===== config.mk =====
export PLATFORM = sky130hd
export DESIGN_NAME = snl_top
export DESIGN_NICKNAME = d
export VERILOG_FILES = /design/src/design/snl_pkg.sv /design/src/design/snl_top.sv
export SDC_FILE = /design/constraint.sdc
export NUM_CORES = 2
export LEC_CHECK = 0
export CAP_MARGIN = 0
export CORE_ASPECT_RATIO = 1.4
export CORE_UTILIZATION = 35
export DETAILED_ROUTE_END_ITERATION = 7
export DONT_BUFFER_PORTS = 1
export SLEW_MARGIN = 20
export SYNTH_ARGS = -nofsm -noshare
export SYNTH_HDL_FRONTEND = slang
export SYNTH_SLANG_ARGS = --single-unit

===== constraint.sdc =====
create_clock -name hclk -period 10.2 [get_ports hclk]
set_clock_uncertainty 0.1 [all_clocks]
set_input_delay 0.51 -clock hclk [delete_from_list [all_inputs] [get_ports hclk]]
set_output_delay 0.51 -clock hclk [all_outputs]
set_load 0.03 [all_outputs]

===== src/design/snl_pkg.sv =====
// Package: register map, field positions and frame constants of the link
package snl_pkg;
   localparam logic [7:0]  ADDR_CTRL    = 8'h00;
   localparam logic [7:0]  ADDR_TICKUP  = 8'h04;
   localparam logic [7:0]  ADDR_FRMLOW  = 8'h08;
   localparam logic [7:0]  ADDR_STATUS  = 8'h0C;
   localparam logic [7:0]  ADDR_BUF_HI  = 8'h10;
   localparam logic [7:0]  ADDR_BUF_LO  = 8'h14;
   localparam logic [7:0]  ADDR_SYNCCAP = 8'h18;
   localparam logic [15:0] CTRL_MASK    = 16'hAFD7;
   localparam logic [15:0] REG_RESET    = 16'h0000;
   localparam int CB_ON      = 15;
   localparam int CB_HALT    = 13;
   localparam int CB_RX      = 11;
   localparam int CB_TRIG    = 10;
   localparam int CB_INV     = 9;
   localparam int CB_CRC     = 8;
   localparam int CB_PAUSE   = 7;
   localparam int CB_SPC     = 6;
   localparam int CB_DIV     = 4;
   localparam int SB_PAUSE   = 7;
   localparam int SB_CHK     = 3;
   localparam int SB_FRM     = 2;
   localparam int SB_RXIDLE  = 1;
   localparam int SB_GO      = 0;
   localparam logic [1:0]  DIV4_LAST   = 2'h3;
   localparam logic [5:0]  SYNC_TICKS  = 6'h38;
   localparam logic [5:0]  NIB_MIN     = 6'h0C;
   localparam logic [5:0]  NIB_MAX     = 6'h1B;
   localparam logic [10:0] PAUSE_MIN   = 11'h00C;
   localparam logic [15:0] FRAME_MAX   = 16'h07FF;
   localparam logic [5:0]  LOW_TICKS   = 6'h05;
   localparam logic [2:0]  NIB_FIRST   = 3'h1;
   localparam logic [2:0]  NIB_LAST    = 3'h6;
   localparam logic [2:0]  NIB_CRC     = 3'h7;
   localparam logic [3:0]  CRC_SEED    = 4'h5;
   localparam logic [3:0]  NIB_ZERO    = 4'h0;
   localparam logic [63:0] CRC_TABLE   = 64'h582F_B6C1_4935_EA7D;
   localparam logic [5:0]  TICK_MAX    = 6'h1F;

   typedef struct packed {
      logic       valid;
      logic       write;
      logic [7:0] addr;
   } snl_aphase_t;

   typedef enum {TX_IDLE, TX_SYNC, TX_NIB, TX_CRC, TX_PAUSE} snl_tx_st_t;
   typedef enum {RX_HUNT, RX_DATA, RX_PAUSE} snl_rx_st_t;
endpackage : snl_pkg


===== src/design/snl_top.sv =====
// Single-wire nibble link controller with AHB-Lite register access
//
// Chosen here: the AHB-Lite interface to the registers and the placing of the registers.

// Behaviour
// - Transmit tick lasts tick divisor plus one prescaled clock periods.
// - An enabled pause never lasts fewer than 12 ticks.
// - Async frame length sets frame period; values above 2047 act as 2047.
// - Direction bit 11 set selects receiver, clear selects transmitter.
// - Trigger mode sends on frame-go only; otherwise frames back to back.
// - Idle-level bit set rests line low, clear rests high; transmit only.
// - Receive with CRC bit set checks CRC nibble; clear means no check.
// - Transmit with CRC bit set computes CRC; clear sends software value.
// - Pause bit adds a pause after CRC, or expects one when receiving.
// - Receive mode short-PWM bit enables external frame requests.
// - Prescaler bit 4 divides clock by four or one for all timing.
// - Halt-in-idle stops the module while the device idles.
// - Enable bit 15 switches module on; resets to zero.
// - Receiver times falling-edge intervals; sync must lie within limits.
// - Valid sync is captured and sets tick time for the frame.
// - Following intervals must be valid nibbles; stored into buffers.
// - Frame completion raises an event; software reads buffer in time.
// - Nibble lasts value plus 12 ticks; sync lasts 56 ticks.
// - Nibble count codes 1 to 6 select data nibbles; 0 and 7 reserved.
// - Frame-go set by software, held during frame, cleared at end.
// - Receive nibble under 12 or over 27 ticks flags framing fault.
module snl_top #(
   parameter logic [5:0] SPC_TICKS = 6'h05
) (
   input  wire logic        hclk,
   input  wire logic        hresetn,
   input  wire logic        hsel,
   input  wire logic [31:0] haddr,
   input  wire logic [1:0]  htrans,
   input  wire logic        hwrite,
   input  wire logic [2:0]  hsize,
   input  wire logic        hready,
   input  wire logic [31:0] hwdata,
   output logic      [31:0] hrdata_q,
   output logic             hreadyout_q,
   output logic             hresp_q,
   input  wire logic        link_in,
   output logic             link_out_q,
   output logic             link_oe_q,
   input  wire logic        device_idle,
   input  wire logic        spc_request,
   output logic             frame_event_q
);
   logic [15:0]         ctrl_q, tickup_q, frmlow_q, sync_cap_q;
   logic [31:0]         buf_q;
   logic                go_q, frm_fault_q, chk_fault_q, rx_idle_q;
   snl_pkg::snl_aphase_t ap_q;
   logic [1:0]          div_q;
   logic [15:0]         tdiv_q, intv_q;
   logic                run, pre_tick, tick, is_rx, wr_go;
   snl_pkg::snl_tx_st_t tx_st_q;
   snl_pkg::snl_rx_st_t rx_st_q;
   logic [2:0]          nib_q, rx_idx_q, n_cfg;
   logic [10:0]         seg_q, elap_q, seg_len, frame_eff, pause_len;
   logic [3:0]          cur_nib, crc_now;
   logic                seg_end, in_prev_q, fall;
   logic [5:0]          rx_ticks, spc_q;
   logic [15:0]         rdata;

   function automatic logic [2:0] nib_count(input logic [2:0] code);
      if (code < snl_pkg::NIB_FIRST) return snl_pkg::NIB_FIRST;
      if (code > snl_pkg::NIB_LAST)  return snl_pkg::NIB_LAST;
      return code;
   endfunction : nib_count

   // Nibble k of the frame word: status first, CRC always in bits 3:0
   function automatic logic [3:0] nib_get(input logic [31:0] w,
                                         input logic [2:0]  k);
      return w[5'(31 - 4 * int'(k)) -: 4];
   endfunction : nib_get

   function automatic logic [3:0] crc_step(input logic [3:0] c,
                                          input logic [3:0] d);
      return d ^ snl_pkg::CRC_TABLE[6'(4 * int'(c)) +: 4];
   endfunction : crc_step

   // Seed 5, data nibbles only, then one zero nibble of augmentation
   function automatic logic [3:0] crc_of(input logic [31:0] w,
                                        input logic [2:0]  n);
      logic [3:0] c;
      c = snl_pkg::CRC_SEED;
      for (int k = 1; k <= 6; k++) begin
         if (3'(k) <= n) begin
            c = crc_step(c, nib_get(w, 3'(k)));
         end
      end
      return crc_step(c, snl_pkg::NIB_ZERO);
   endfunction : crc_of

   // Round interval * 56 / sync to whole ticks without a divider
   function automatic logic [5:0] to_ticks(input logic [15:0] iv,
                                          input logic [15:0] sy);
      logic [31:0] lhs;
      logic [5:0]  n;
      lhs = 32'(iv) * 32'(2 * int'(snl_pkg::SYNC_TICKS));
      n   = '0;
      for (int k = 1; k <= int'(snl_pkg::TICK_MAX); k++) begin
         if (lhs >= 32'(sy) * 32'(2 * k - 1)) begin
            n = 6'(k);
         end
      end
      return n;
   endfunction : to_ticks

   assign is_rx     = ctrl_q[snl_pkg::CB_RX];
   assign run       = ctrl_q[snl_pkg::CB_ON] &&
                      !(ctrl_q[snl_pkg::CB_HALT] && device_idle);
   assign pre_tick  = !ctrl_q[snl_pkg::CB_DIV] ||
                      (div_q == snl_pkg::DIV4_LAST);
   assign tick      = run && !is_rx && pre_tick &&
                      (tdiv_q == tickup_q);
   assign n_cfg     = nib_count(ctrl_q[2:0]);
   assign crc_now   = crc_of(buf_q, n_cfg);
   assign frame_eff = (frmlow_q > snl_pkg::FRAME_MAX) ?
                      11'(snl_pkg::FRAME_MAX) : frmlow_q[10:0];
   // Outside trigger mode the pause fills the frame up to its length, but never below the minimum;
   // elap_q keeps running in the pause, so take off the pause ticks so far
   assign pause_len = (!ctrl_q[snl_pkg::CB_TRIG] &&
                       frame_eff >= elap_q - seg_q + snl_pkg::PAUSE_MIN) ?
                      frame_eff - (elap_q - seg_q) :
                      snl_pkg::PAUSE_MIN;
   assign cur_nib   = (tx_st_q == snl_pkg::TX_CRC) ?
                      (ctrl_q[snl_pkg::CB_CRC] ? crc_now : buf_q[3:0]) :
                      nib_get(buf_q, nib_q);

   always_comb begin
      unique case (tx_st_q)
         snl_pkg::TX_SYNC:  seg_len = 11'(snl_pkg::SYNC_TICKS);
         snl_pkg::TX_PAUSE: seg_len = pause_len;
         default:           seg_len = 11'(snl_pkg::NIB_MIN) + 11'(cur_nib);
      endcase
   end
   assign seg_end = tick && (seg_q + 11'h001 >= seg_len);

   // Prescaler and tick divider
   always_ff @(posedge hclk or negedge hresetn) begin
      if (!hresetn) begin
         div_q  <= '0;
         tdiv_q <= '0;
      end else begin
         // Restart the tick phase while idle so the sync pulse is whole
         div_q <= (run && (is_rx || tx_st_q != snl_pkg::TX_IDLE)) ?
                  div_q + 2'h1 : '0;
         if (!run || is_rx || tick || tx_st_q == snl_pkg::TX_IDLE) begin
            tdiv_q <= '0;
         end else if (pre_tick) begin
            tdiv_q <= tdiv_q + 16'h0001;
         end
      end
   end

   // AHB-Lite slave: writes zero wait, reads one wait state
   assign wr_go = ap_q.valid && ap_q.write && ap_q.addr == snl_pkg::ADDR_STATUS;
   always_ff @(posedge hclk or negedge hresetn) begin
      if (!hresetn) begin
         ap_q        <= '0;
         hreadyout_q <= 1'b1;
         hresp_q     <= 1'b0;
         hrdata_q    <= '0;
      end else begin
         hresp_q <= 1'b0;
         if (!hreadyout_q) begin
            hreadyout_q <= 1'b1;
            hrdata_q    <= {16'h0000, rdata};
         end
         if (hready) begin
            ap_q.valid <= hsel && htrans[1];
            ap_q.write <= hwrite;
            ap_q.addr  <= haddr[7:0];
            if (hsel && htrans[1] && !hwrite) begin
               hreadyout_q <= 1'b0;
            end
         end
      end
   end

   always_comb begin
      unique case (ap_q.addr)
         snl_pkg::ADDR_CTRL:    rdata = ctrl_q;
         snl_pkg::ADDR_TICKUP:  rdata = tickup_q;
         snl_pkg::ADDR_FRMLOW:  rdata = frmlow_q;
         snl_pkg::ADDR_STATUS:  rdata = {8'h00,
            (tx_st_q == snl_pkg::TX_PAUSE) || (rx_st_q == snl_pkg::RX_PAUSE),
            is_rx ? rx_idx_q : ((tx_st_q == snl_pkg::TX_CRC) ?
               snl_pkg::NIB_CRC : ((tx_st_q == snl_pkg::TX_NIB) ? nib_q : 3'h0)),
            chk_fault_q, frm_fault_q, rx_idle_q,
            (!is_rx && !ctrl_q[snl_pkg::CB_TRIG]) ?
               ctrl_q[snl_pkg::CB_ON] : go_q};
         snl_pkg::ADDR_BUF_HI:  rdata = buf_q[31:16];
         snl_pkg::ADDR_BUF_LO:  rdata = buf_q[15:0];
         snl_pkg::ADDR_SYNCCAP: rdata = sync_cap_q;
         default:               rdata = '0;
      endcase
   end

   // Configuration registers
   always_ff @(posedge hclk or negedge hresetn) begin
      if (!hresetn) begin
         ctrl_q   <= snl_pkg::REG_RESET;
         tickup_q <= snl_pkg::REG_RESET;
         frmlow_q <= snl_pkg::REG_RESET;
      end else if (ap_q.valid && ap_q.write) begin
         unique case (ap_q.addr)
            snl_pkg::ADDR_CTRL:   ctrl_q   <= hwdata[15:0] & snl_pkg::CTRL_MASK;
            snl_pkg::ADDR_TICKUP: tickup_q <= hwdata[15:0];
            snl_pkg::ADDR_FRMLOW: frmlow_q <= hwdata[15:0];
            default: ;
         endcase
      end
   end

   // Transmit sequencer
   always_ff @(posedge hclk or negedge hresetn) begin
      if (!hresetn) begin
         tx_st_q <= snl_pkg::TX_IDLE;
         nib_q   <= '0;
         seg_q   <= '0;
         elap_q  <= '0;
      end else if (!run || is_rx) begin
         tx_st_q <= snl_pkg::TX_IDLE;
         seg_q   <= '0;
      end else if (tx_st_q == snl_pkg::TX_IDLE) begin
         nib_q  <= '0;
         seg_q  <= '0;
         elap_q <= '0;
         if (!ctrl_q[snl_pkg::CB_TRIG] || go_q) begin
            tx_st_q <= snl_pkg::TX_SYNC;
         end
      end else if (tick) begin
         seg_q  <= seg_end ? '0 : seg_q + 11'h001;
         elap_q <= (elap_q < 11'(snl_pkg::FRAME_MAX)) ?
                   elap_q + 11'h001 : elap_q;
         if (seg_end) begin
            unique case (tx_st_q)
               snl_pkg::TX_SYNC: tx_st_q <= snl_pkg::TX_NIB;
               snl_pkg::TX_NIB: begin
                  if (nib_q == n_cfg) begin
                     tx_st_q <= snl_pkg::TX_CRC;
                  end
                  nib_q <= nib_q + 3'h1;
               end
               snl_pkg::TX_CRC: tx_st_q <= ctrl_q[snl_pkg::CB_PAUSE] ?
                                snl_pkg::TX_PAUSE : snl_pkg::TX_IDLE;
               default: tx_st_q <= snl_pkg::TX_IDLE;
            endcase
         end
      end
   end

   // Frame-go: hardware clears at frame end, a software set wins
   always_ff @(posedge hclk or negedge hresetn) begin
      if (!hresetn) begin
         go_q <= 1'b0;
      end else if (wr_go && hwdata[snl_pkg::SB_GO] && !is_rx &&
                   ctrl_q[snl_pkg::CB_TRIG]) begin
         go_q <= 1'b1;
      end else if (is_rx) begin
         go_q <= (rx_st_q == snl_pkg::RX_DATA);
      end else if (!ctrl_q[snl_pkg::CB_ON] || (seg_end &&
                   (tx_st_q == snl_pkg::TX_PAUSE ||
                    (tx_st_q == snl_pkg::TX_CRC &&
                     !ctrl_q[snl_pkg::CB_PAUSE])))) begin
         go_q <= 1'b0;
      end
   end

   // Line driver: low pulse opens each segment, level set by polarity
   always_ff @(posedge hclk or negedge hresetn) begin
      if (!hresetn) begin
         link_out_q <= 1'b1;
         link_oe_q  <= 1'b0;
         spc_q      <= '0;
      end else if (is_rx) begin
         link_out_q <= 1'b0;
         link_oe_q  <= spc_q != '0;
         if (run && ctrl_q[snl_pkg::CB_SPC] && spc_request &&
             rx_st_q == snl_pkg::RX_HUNT && spc_q == '0) begin
            spc_q <= SPC_TICKS;
         end else if (spc_q != '0 && pre_tick) begin
            spc_q <= spc_q - 6'h01;
         end
      end else begin
         spc_q      <= '0;
         link_oe_q  <= ctrl_q[snl_pkg::CB_ON];
         link_out_q <= ctrl_q[snl_pkg::CB_INV] ^
            !(tx_st_q != snl_pkg::TX_IDLE &&
              seg_q < 11'(snl_pkg::LOW_TICKS));
      end
   end

   // Receive interval timer on the prescaled clock
   assign fall     = in_prev_q && !link_in;
   assign rx_ticks = to_ticks(intv_q, sync_cap_q);
   always_ff @(posedge hclk or negedge hresetn) begin
      if (!hresetn) begin
         in_prev_q <= 1'b1;
         intv_q    <= '0;
         rx_idle_q <= 1'b0;
      end else begin
         in_prev_q <= link_in;
         if (!run || !is_rx) begin
            intv_q <= '0;
         end else if (fall) begin
            // The edge cycle itself belongs to the new interval
            intv_q <= pre_tick ? 16'h0001 : '0;
         end else if (pre_tick && intv_q != '1) begin
            intv_q <= intv_q + 16'h0001;
         end
         rx_idle_q <= run && is_rx && link_in && intv_q >= tickup_q;
      end
   end

   // Receive decoder
   always_ff @(posedge hclk or negedge hresetn) begin
      if (!hresetn) begin
         rx_st_q       <= snl_pkg::RX_HUNT;
         rx_idx_q      <= '0;
         sync_cap_q    <= '0;
         buf_q         <= '0;
         frm_fault_q   <= 1'b0;
         chk_fault_q   <= 1'b0;
         frame_event_q <= 1'b0;
      end else begin
         frame_event_q <= 1'b0;
         if (wr_go && !hwdata[snl_pkg::SB_FRM]) begin
            frm_fault_q <= 1'b0;
         end
         if (wr_go && !hwdata[snl_pkg::SB_CHK]) begin
            chk_fault_q <= 1'b0;
         end
         if (!is_rx && ap_q.valid && ap_q.write) begin
            if (ap_q.addr == snl_pkg::ADDR_BUF_HI) begin
               buf_q[31:16] <= hwdata[15:0];
            end else if (ap_q.addr == snl_pkg::ADDR_BUF_LO) begin
               buf_q[15:4] <= hwdata[15:4];
               if (!ctrl_q[snl_pkg::CB_CRC]) begin
                  buf_q[3:0] <= hwdata[3:0];
               end
            end
         end
         if (!is_rx && ctrl_q[snl_pkg::CB_CRC] && tx_st_q == snl_pkg::TX_CRC) begin
            buf_q[3:0] <= crc_now;
         end
         if (!is_rx && seg_end && tx_st_q == snl_pkg::TX_CRC) begin
            frame_event_q <= 1'b1;
         end
         if (!run || !is_rx) begin
            rx_st_q  <= snl_pkg::RX_HUNT;
            rx_idx_q <= '0;
         end else if (fall) begin
            unique case (rx_st_q)
               snl_pkg::RX_HUNT: begin
                  if (intv_q >= frmlow_q && intv_q <= tickup_q) begin
                     sync_cap_q <= intv_q;
                     rx_st_q    <= snl_pkg::RX_DATA;
                     rx_idx_q   <= '0;
                  end
               end
               snl_pkg::RX_DATA: begin
                  if (rx_ticks < snl_pkg::NIB_MIN ||
                      rx_ticks > snl_pkg::NIB_MAX) begin
                     frm_fault_q <= 1'b1;
                     rx_st_q     <= snl_pkg::RX_HUNT;
                  end else if (rx_idx_q == n_cfg + 3'h1) begin
                     buf_q[3:0]    <= 4'(rx_ticks - snl_pkg::NIB_MIN);
                     frame_event_q <= 1'b1;
                     if (ctrl_q[snl_pkg::CB_CRC] && crc_of(buf_q, n_cfg) !=
                         4'(rx_ticks - snl_pkg::NIB_MIN)) begin
                        chk_fault_q <= 1'b1;
                     end
                     rx_idx_q <= '0;
                     rx_st_q  <= ctrl_q[snl_pkg::CB_PAUSE] ?
                                 snl_pkg::RX_PAUSE : snl_pkg::RX_HUNT;
                  end else begin
                     buf_q[5'(31 - 4 * int'(rx_idx_q)) -: 4] <=
                        4'(rx_ticks - snl_pkg::NIB_MIN);
                     rx_idx_q <= rx_idx_q + 3'h1;
                  end
               end
               default: rx_st_q <= snl_pkg::RX_HUNT;
            endcase
         end
      end
   end

   // Checks
   logic [17:0] gap_q;
   always_ff @(posedge hclk or negedge hresetn) begin
      if (!hresetn) gap_q <= '0;
      else gap_q <= (tick || tx_st_q == snl_pkg::TX_IDLE) ?
                    18'h00001 : gap_q + 18'h00001;
   end
   AST_TICK_LEN: assert property (@(posedge hclk) disable iff (!hresetn)
      tick && $past(tick, 1) == 1'b0 && gap_q != 18'h00001 &&
      $stable(tickup_q) && !ctrl_q[snl_pkg::CB_DIV] && $past(run)
      |-> gap_q == 18'(tickup_q) + 18'h00001)
      else $error("tick spacing wrong");
   AST_PAUSE_MIN: assert property (@(posedge hclk) disable iff (!hresetn)
      seg_end && tx_st_q == snl_pkg::TX_PAUSE
      |-> seg_q + 11'h001 >= snl_pkg::PAUSE_MIN)
      else $error("pause too short");
   AST_FRAME_CAP: assert property (@(posedge hclk) disable iff (!hresetn)
      elap_q <= 11'(snl_pkg::FRAME_MAX))
      else $error("frame count past cap");
   AST_IDLE_LEVEL: assert property (@(posedge hclk) disable iff (!hresetn)
      !is_rx && tx_st_q == snl_pkg::TX_IDLE
      |=> link_out_q == !$past(ctrl_q[snl_pkg::CB_INV]))
      else $error("idle level wrong");
   AST_DISABLE: assert property (@(posedge hclk) disable iff (!hresetn)
      !ctrl_q[snl_pkg::CB_ON] |=> tx_st_q == snl_pkg::TX_IDLE)
      else $error("frame not abandoned");
   AST_TRIG_WAIT: assert property (@(posedge hclk) disable iff (!hresetn)
      !is_rx && ctrl_q[snl_pkg::CB_TRIG] && !go_q &&
      tx_st_q == snl_pkg::TX_IDLE |=> tx_st_q == snl_pkg::TX_IDLE)
      else $error("frame without go");
   AST_GO_HOLD: assert property (@(posedge hclk) disable iff (!hresetn)
      !is_rx && ctrl_q[snl_pkg::CB_TRIG] && ctrl_q[snl_pkg::CB_ON] &&
      go_q && tx_st_q inside {snl_pkg::TX_SYNC, snl_pkg::TX_NIB} &&
      $stable(ctrl_q) |=> go_q)
      else $error("go dropped mid frame");
   AST_FRM_FAULT: assert property (@(posedge hclk) disable iff (!hresetn)
      run && is_rx && fall && rx_st_q == snl_pkg::RX_DATA &&
      (rx_ticks < snl_pkg::NIB_MIN || rx_ticks > snl_pkg::NIB_MAX)
      |=> frm_fault_q && rx_st_q == snl_pkg::RX_HUNT)
      else $error("framing fault missed");
   AST_SYNC_CAP: assert property (@(posedge hclk) disable iff (!hresetn)
      run && is_rx && fall && rx_st_q == snl_pkg::RX_HUNT &&
      intv_q >= frmlow_q && intv_q <= tickup_q
      |=> sync_cap_q == $past(intv_q) && rx_st_q == snl_pkg::RX_DATA)
      else $error("sync not captured");
   AST_READ_WAIT: assert property (@(posedge hclk) disable iff (!hresetn)
      hready && hsel && htrans[1] && !hwrite |=> !hreadyout_q ##1 hreadyout_q)
      else $error("read wait state wrong");
   COV_TX_FRAME: cover property (@(posedge hclk) disable iff (!hresetn)
      !is_rx && frame_event_q);
   COV_RX_FRAME: cover property (@(posedge hclk) disable iff (!hresetn)
      is_rx && frame_event_q);
   COV_PAUSE: cover property (@(posedge hclk) disable iff (!hresetn)
      tx_st_q == snl_pkg::TX_PAUSE && seg_end);
   COV_CRC_FAULT: cover property (@(posedge hclk) disable iff (!hresetn)
      $rose(chk_fault_q));
endmodule : snl_top


After elaboration in Yosys (flattened, before gate mapping)
Index checks and enable logic that the tools add are counted.
Widths: inputs -> output; s select.
- memories: 0
- memory bits (read-only): 0
- bits in latches: 0
- flip-flop bits (word level): 259
- bits in writable memories: 0
- shift operators: 11
- divide/modulo/power cells: 0
- muxes and demuxes: 157
- add/sub/neg operators: 17
- multipliers: 31
- bitwise logic cells: 9
- eq/ne operators: 28
- reductions and logical operators: 89
- order comparisons: 49
- operators by type and width (operator ; number):
    $mux 32 ; 16
    $shiftx 64x6->4 const A ; 8
    $ge 23x22->1 ; 15
    $mul 16x6->22 const B ; 15
    $mux 6 ; 33
    $ge 23x21->1 ; 8
    $mul 16x5->21 const B ; 8
    $mux 4 ; 34
    $eq 32x3->1 const B ; 4
    $mux 16 ; 8
    $pmux 16 s7 ; 1
    $mux 11 ; 9
    $eq 32x2->1 const B ; 3
    $logic_not 32->1 ; 3
    $pmux 32 s3 ; 1
    $ge 23x20->1 ; 4
    $mul 16x4->20 const B ; 4
    $eq 32x1->1 const B ; 2
    $pmux 32 s2 ; 1
    $mul 16x3->19 const B ; 3
    $mux 3 ; 17
    $ge 23x19->1 ; 2
    $logic_and 1x1->1 ; 39
    $shift 4x6->35 const A ; 1
    62 further kinds ; 152

Longest topological paths before layout
- depth in word-level cells: 72
- gate-level depth with buffers: 41
- mapped depth without buffers: 40

Worst setup path before layout
OpenSTA, ideal clock, no wires.
- path kind: register to register
- start: register sync_cap_q[3]
- end: register buf_q[13]
- path buffers: 1
- data arrival time: 8.602 ns
- setup slack: 1.348 ns
- data required time: 9.950 ns
- stages on the path, launching flop included: 37
- cells stage by stage: dfrtp_1 > inv_1 > ha_1 > inv_1 > fa_1 > inv_1 > ha_1 > ha_1 > a21o_1 > a21oi_1 > o21bai_1 > a21oi_1 > o21ai_0 > a21oi_1 > o21bai_1 > a21oi_1 > o21bai_1 > a21oi_1 > nand2b_1 > a21oi_1 > a311o_1 > ha_1 > and3_1 > nand3_1 > nor3_1 > nor4_1 > o41ai_1 > nor2_1 > o31ai_1 > nor3_1 > or4b_1 > a211o_1 > o2111a_1 > a311o_2 > or4_1 > buf_2 > mux2i_1
- word-level cells in the longest chain between the ends: 40
- elaborated cells on any way between the ends: 103
- ends and longest elaborated chain (element ; RTL line ; source):
    start, declared ; snl_top.sv:49 ; logic [15:0] ctrl_q, tickup_q, frmlow_q, sync_cap_q;
    start signal, assigned ; snl_top.sv:359 ; sync_cap_q <= intv_q;
    $mul 16x2->18 or $ge 23x16->1 (tied branches) ; snl_top.sv:103 ; if (lhs >= 32'(sy) * 32'(2 * k - 1)) begin
    $ge 23x18->1 or $mux 1 (tied branches) ; snl_top.sv:103 ;
    $mux 6 (29 in a row) ; snl_top.sv:103 ;
    $mux 6 * ; snl_top.sv:103 ;
    $sub 4x4->4 ; snl_top.sv:381 ; 4'(rx_ticks - snl_pkg::NIB_MIN);
    $shiftx 4x6->35 ; snl_top.sv:380 ; buf_q[5'(31 - 4 * int'(rx_idx_q)) -: 4] <=
    $bwmux 32 ; snl_top.sv:380 ;
    $mux 28 ; snl_top.sv:369 ; end else if (rx_idx_q == n_cfg + 3'h1) begin
    $mux 32 * ; snl_top.sv:365 ; if (rx_ticks < snl_pkg::NIB_MIN ||
    $mux 32 * ; snl_top.sv:356 ; unique case (rx_st_q)
    $mux 32 * ; snl_top.sv:355 ; end else if (fall) begin
    $mux 32 * ; snl_top.sv:352 ; if (!run || !is_rx) begin
    end signal, assigned ; snl_top.sv:340 ; buf_q[15:4] <= hwdata[15:4];
    end signal, assigned by index ; snl_top.sv:380 ;
    end, declared ; snl_top.sv:50 ; logic [31:0] buf_q;
Every way passes the cells marked *; elsewhere a longest branch is shown, timed or not.
A chain may end at the register's enable or synchronous reset.

Worst setup path in the final report
- start: register sync_cap_q[2]
- end: register buf_q[6]
The elaborated chain is that of the path after synthesis.

==> results by group <==
Floorplan
  – Die area: between 0.15 and 0.2 mm^2
  – I/O pins: roughly 110
  – DIE HEIGHT: roughly 500 um
  – Rows: 177
  – Initial Util: 35.3%
  – Core area: 0.167 mm^2
  – Die width: between 300 and 400 um

Placement
  – IO Port Bufs: 0
  – Routability cong.: ~1.1
  – Placement Setup Slack: 493 ps
  – DP HPWL: 196000 um

Timing
  – Period Utilization, post-route: roughly 95%
  – F_max: between 100 and 150 MHz
  – Setup TNS: 0 ps
  – Slew Viols, Final: 0
  – Fin worst setup slack: approximately 470 ps
  – Worst Hold Slack: around 24 ps
  – Final Setup Violations: 0
  – Slew @ Worst Pin: 1120 ps
  – Slew headroom: 24.9%
  – Final Hold Vio Count: 0
  – RSZ-0062 raised after global routing: false
  – Fin crit period: about 9700 ps

Yosys
  – Synth Flop Type: dfrtp_1
  – Cell variety after synth: 105
  – Mux cell area share after synthesis: 2.37%
  – Commonest cells post-synth: ha_1, inv_1, fa_1, a21oi_1, o21ai_0
  – Most frequent cell after synthesis: ha_1
  – Synth area leader: ha_1
  – Simple-gate share of the synthesized area: about an eighth
  – Largest family of logic cells by synthesized area: adder cells
  – Yosys top cell area share: between 20% and 30%
  – Number of enable flip-flop cells after synthesis: 0
  – Synth Area in Compound Gates: a little under a fifth
  – Asr flop ratio synth: 100%
  – Synthesized flop and latch total: 200
  – Mapped Cells: 6895
  – Post-Synth Adder-Cell Area: 42.8%
  – Mapped Area: 0.0589 mm^2
  – Synthesis Warnings: 0
  – XOR/XNOR share of the synthesized area: 7.58%
  – Avg Inst Size Synth: about 8.5 um^2
  – Post-synthesis sequential area ratio: 8.50%
  – Synth area leaders: ha_1, fa_1, dfrtp_1

Setup path
  – Bufs and invs on worst path: 8
  – Setup CP Type: flip-flop to flip-flop
  – CP max-delay cell: fa_1
  – Most common cell on crit path: a21oi_1
  – Peak fanout along the critical path: 14
  – Worst path required time: 10490 ps
  – CP Launch Type: flip-flop
  – Delay-heaviest family, CP: compound AO/OA/AOI/OAI gates
  – Crit path largest cell delay: 510 ps
  – Crit path DAT: 10020 ps
  – CP endpoint kind: flip-flop

Drt
  – Initial DRC count: 3832
  – Routed vias: 53500
  – Detailed-route wire length: 240000 um
  – DRT Pass-1 Iters: 8
  – Wire per inst: 25.8 um
  – Routed Antenna Nets: 0
  – Post-route DRC: 0
  – Vias per cell: 5.75

Cells and area
  – Share of cells above drive strength 1: 6.13%
  – Register area: 0.00503 mm^2
  – Multi-input gate area: 0.0499 mm^2
  – Post-Route Utilization: between 30% and 40%
  – Fill count: 17000
  – Nets: ~8900
  – Synth-to-Final Area Change: 8.60%

CTS
  – CTS HTree Levels: 4
  – Skew-Pair Late Insertion Delay: 480 ps
  – Cts bufs inserted: 17
  – CTS Root Cell: clkbuf_16
  – CTS Buffer Depth: 2
  – Clock sink total: 200
  – CTS tree: done
  – Clk slew on worst S/H paths: ~90 ps

Global routing
  – Gr usage total: 28.0%
  – Pin count of the biggest net entering global routing: 201
  – Vias in the first global route: 54000
  – Final global-route overflow total: 0
  – Initial antenna violation count: 6
  – First-pass GRT wire length: 350000 um

Run status
  – Status: finished clean

Pwr
  – Power Density: 26.3 mW/mm^2
  – VDD IR-drop max: about 0.11 mV
  – Pwr Total: 1.68 mW
  – Leak: 32.6 nW

Job
  – Max cap viols: 0

Min path
  – Worst min path class: primary input to flip-flop
[state kept, by name (all words and copies together), names as in the netlist, 11 cells and up]
register,count
buf_q,32
tickup_q,16
tdiv_q,16
intv_q,16
seg_q,11
hrdata_q,16
elap_q,11
frmlow_q,16
sync_cap_q,16
ctrl_q,12
[worst reg2reg max path, delay by kind of cell (launching register included)]
kind / cells / cell delay (ps)
AO/OA/AOI/OAI: 17 / 3920
adder cells (fa/ha/maj): 5 / 1780
buffers and inverters: 8 / 1520
flip-flops: 1 / 480
multiplexers: 1 / 200
AND/OR/NAND/NOR: 9 / 1630
[metrics by stage]
stage | cell area (um^2) | instances
6_report | 64000 | 9304
5_1_grt | 64000 | 9301
4_1_cts | 63900 | 9297
3_5_place_dp | 63300 | 9263
3_3_place_gp | 63300 | 9262
2_1_floorplan | 59000 | 6911
[cell type report]
type | instances | share of cell area [%]
Multi-Input combinational cell | 5586 | 78.0
Sequential cell | 200 | 7.85
Inverter | 1015 | 5.95
Tap cell | 2237 | 4.37
Timing Repair Buffer | 231 | 2.90
Clock buffer | 18 | 0.670
Clock inverter | 14 | 0.242
Antenna cell | 3 | 0.0117
[power by group]
part | internal, mW | switching [mW]
sequential | 0.813 | 0.0303
clock | 0.328 | 0.375
combinational | 0.0467 | 0.0881
total | 1.19 | 0.494
[repair_timing]
item,4_1_cts,5_1_grt
resized for setup,0,10
setup endpoints to repair,0,22
hold endpoints to repair,201,77
buffers inserted,0,1
hold buffers,2,1
[cell usage in the layout (no fill, tap or decap), drive strengths merged, types with 30 or more instances in the layout]
master,netlist,layout
a21boi,30,30
nor2,301,301
xnor2,318,318
a31oi,54,54
a21oi,474,474
a211oi,71,71
nor4,37,37
nor3,107,107
inv,1013,1019
nand3,181,181
and3,41,41
or3,37,37
o21a,87,87
o22ai,32,32
buf,32,229
a21o,167,167
nand2b,90,90
mux2,62,62
ha,1244,1244
nand4,73,73
fa,480,480
dfrtp,197,197
o21bai,92,92
xor2,192,192
mux2i,61,61
nand2,383,383
nor2b,80,80
o21ai,441,441
[final timing paths]
check                      slack [ps]                   endpoint                      start  depth (start not counted)
hold reg to reg                   350         div_q[0]$_DFF_PN0_         div_q[0]$_DFF_PN0_                          1
hold / removal                     20        ap_q[9]$_DFFE_PN0P_                     hready                          1
setup reg to reg                  470         buf_q[6]$_DFF_PN0_  sync_cap_q[2]$_DFFE_PN0P_                         40
setup / recovery                  470         buf_q[6]$_DFF_PN0_  sync_cap_q[2]$_DFFE_PN0P_                         40
max in group asynchronous        8450  sync_cap_q[0]$_DFFE_PN0P_                    hresetn                          3
min in group asynchronous         530        ap_q[7]$_DFFE_PN0P_                    hresetn                          2
[layer usage]
layer  track usage (%)  wire [um]  vias to the layer above
met5                 0         41                        -
met4              28.8      30700                        6
met3              4.06      14900                      966
met2              47.5     112000                     2155
met1              29.0      83200                    25800
li1                  -          -                    24500
[cells by family (layout without fill, tap and decap cells)]
logic type	Yosys count	after routing
AOI/OAI and AO/OA	1754	1754
DFF	200	200
and+or+nand+nor	1447	1447
muxes	127	127
other	1	20
adders and majority gates	1731	1731
buffers and inverters	1125	1278
xor gates and xnor gates	510	510
Note: power is estimated with default switching activity, not from simulation.
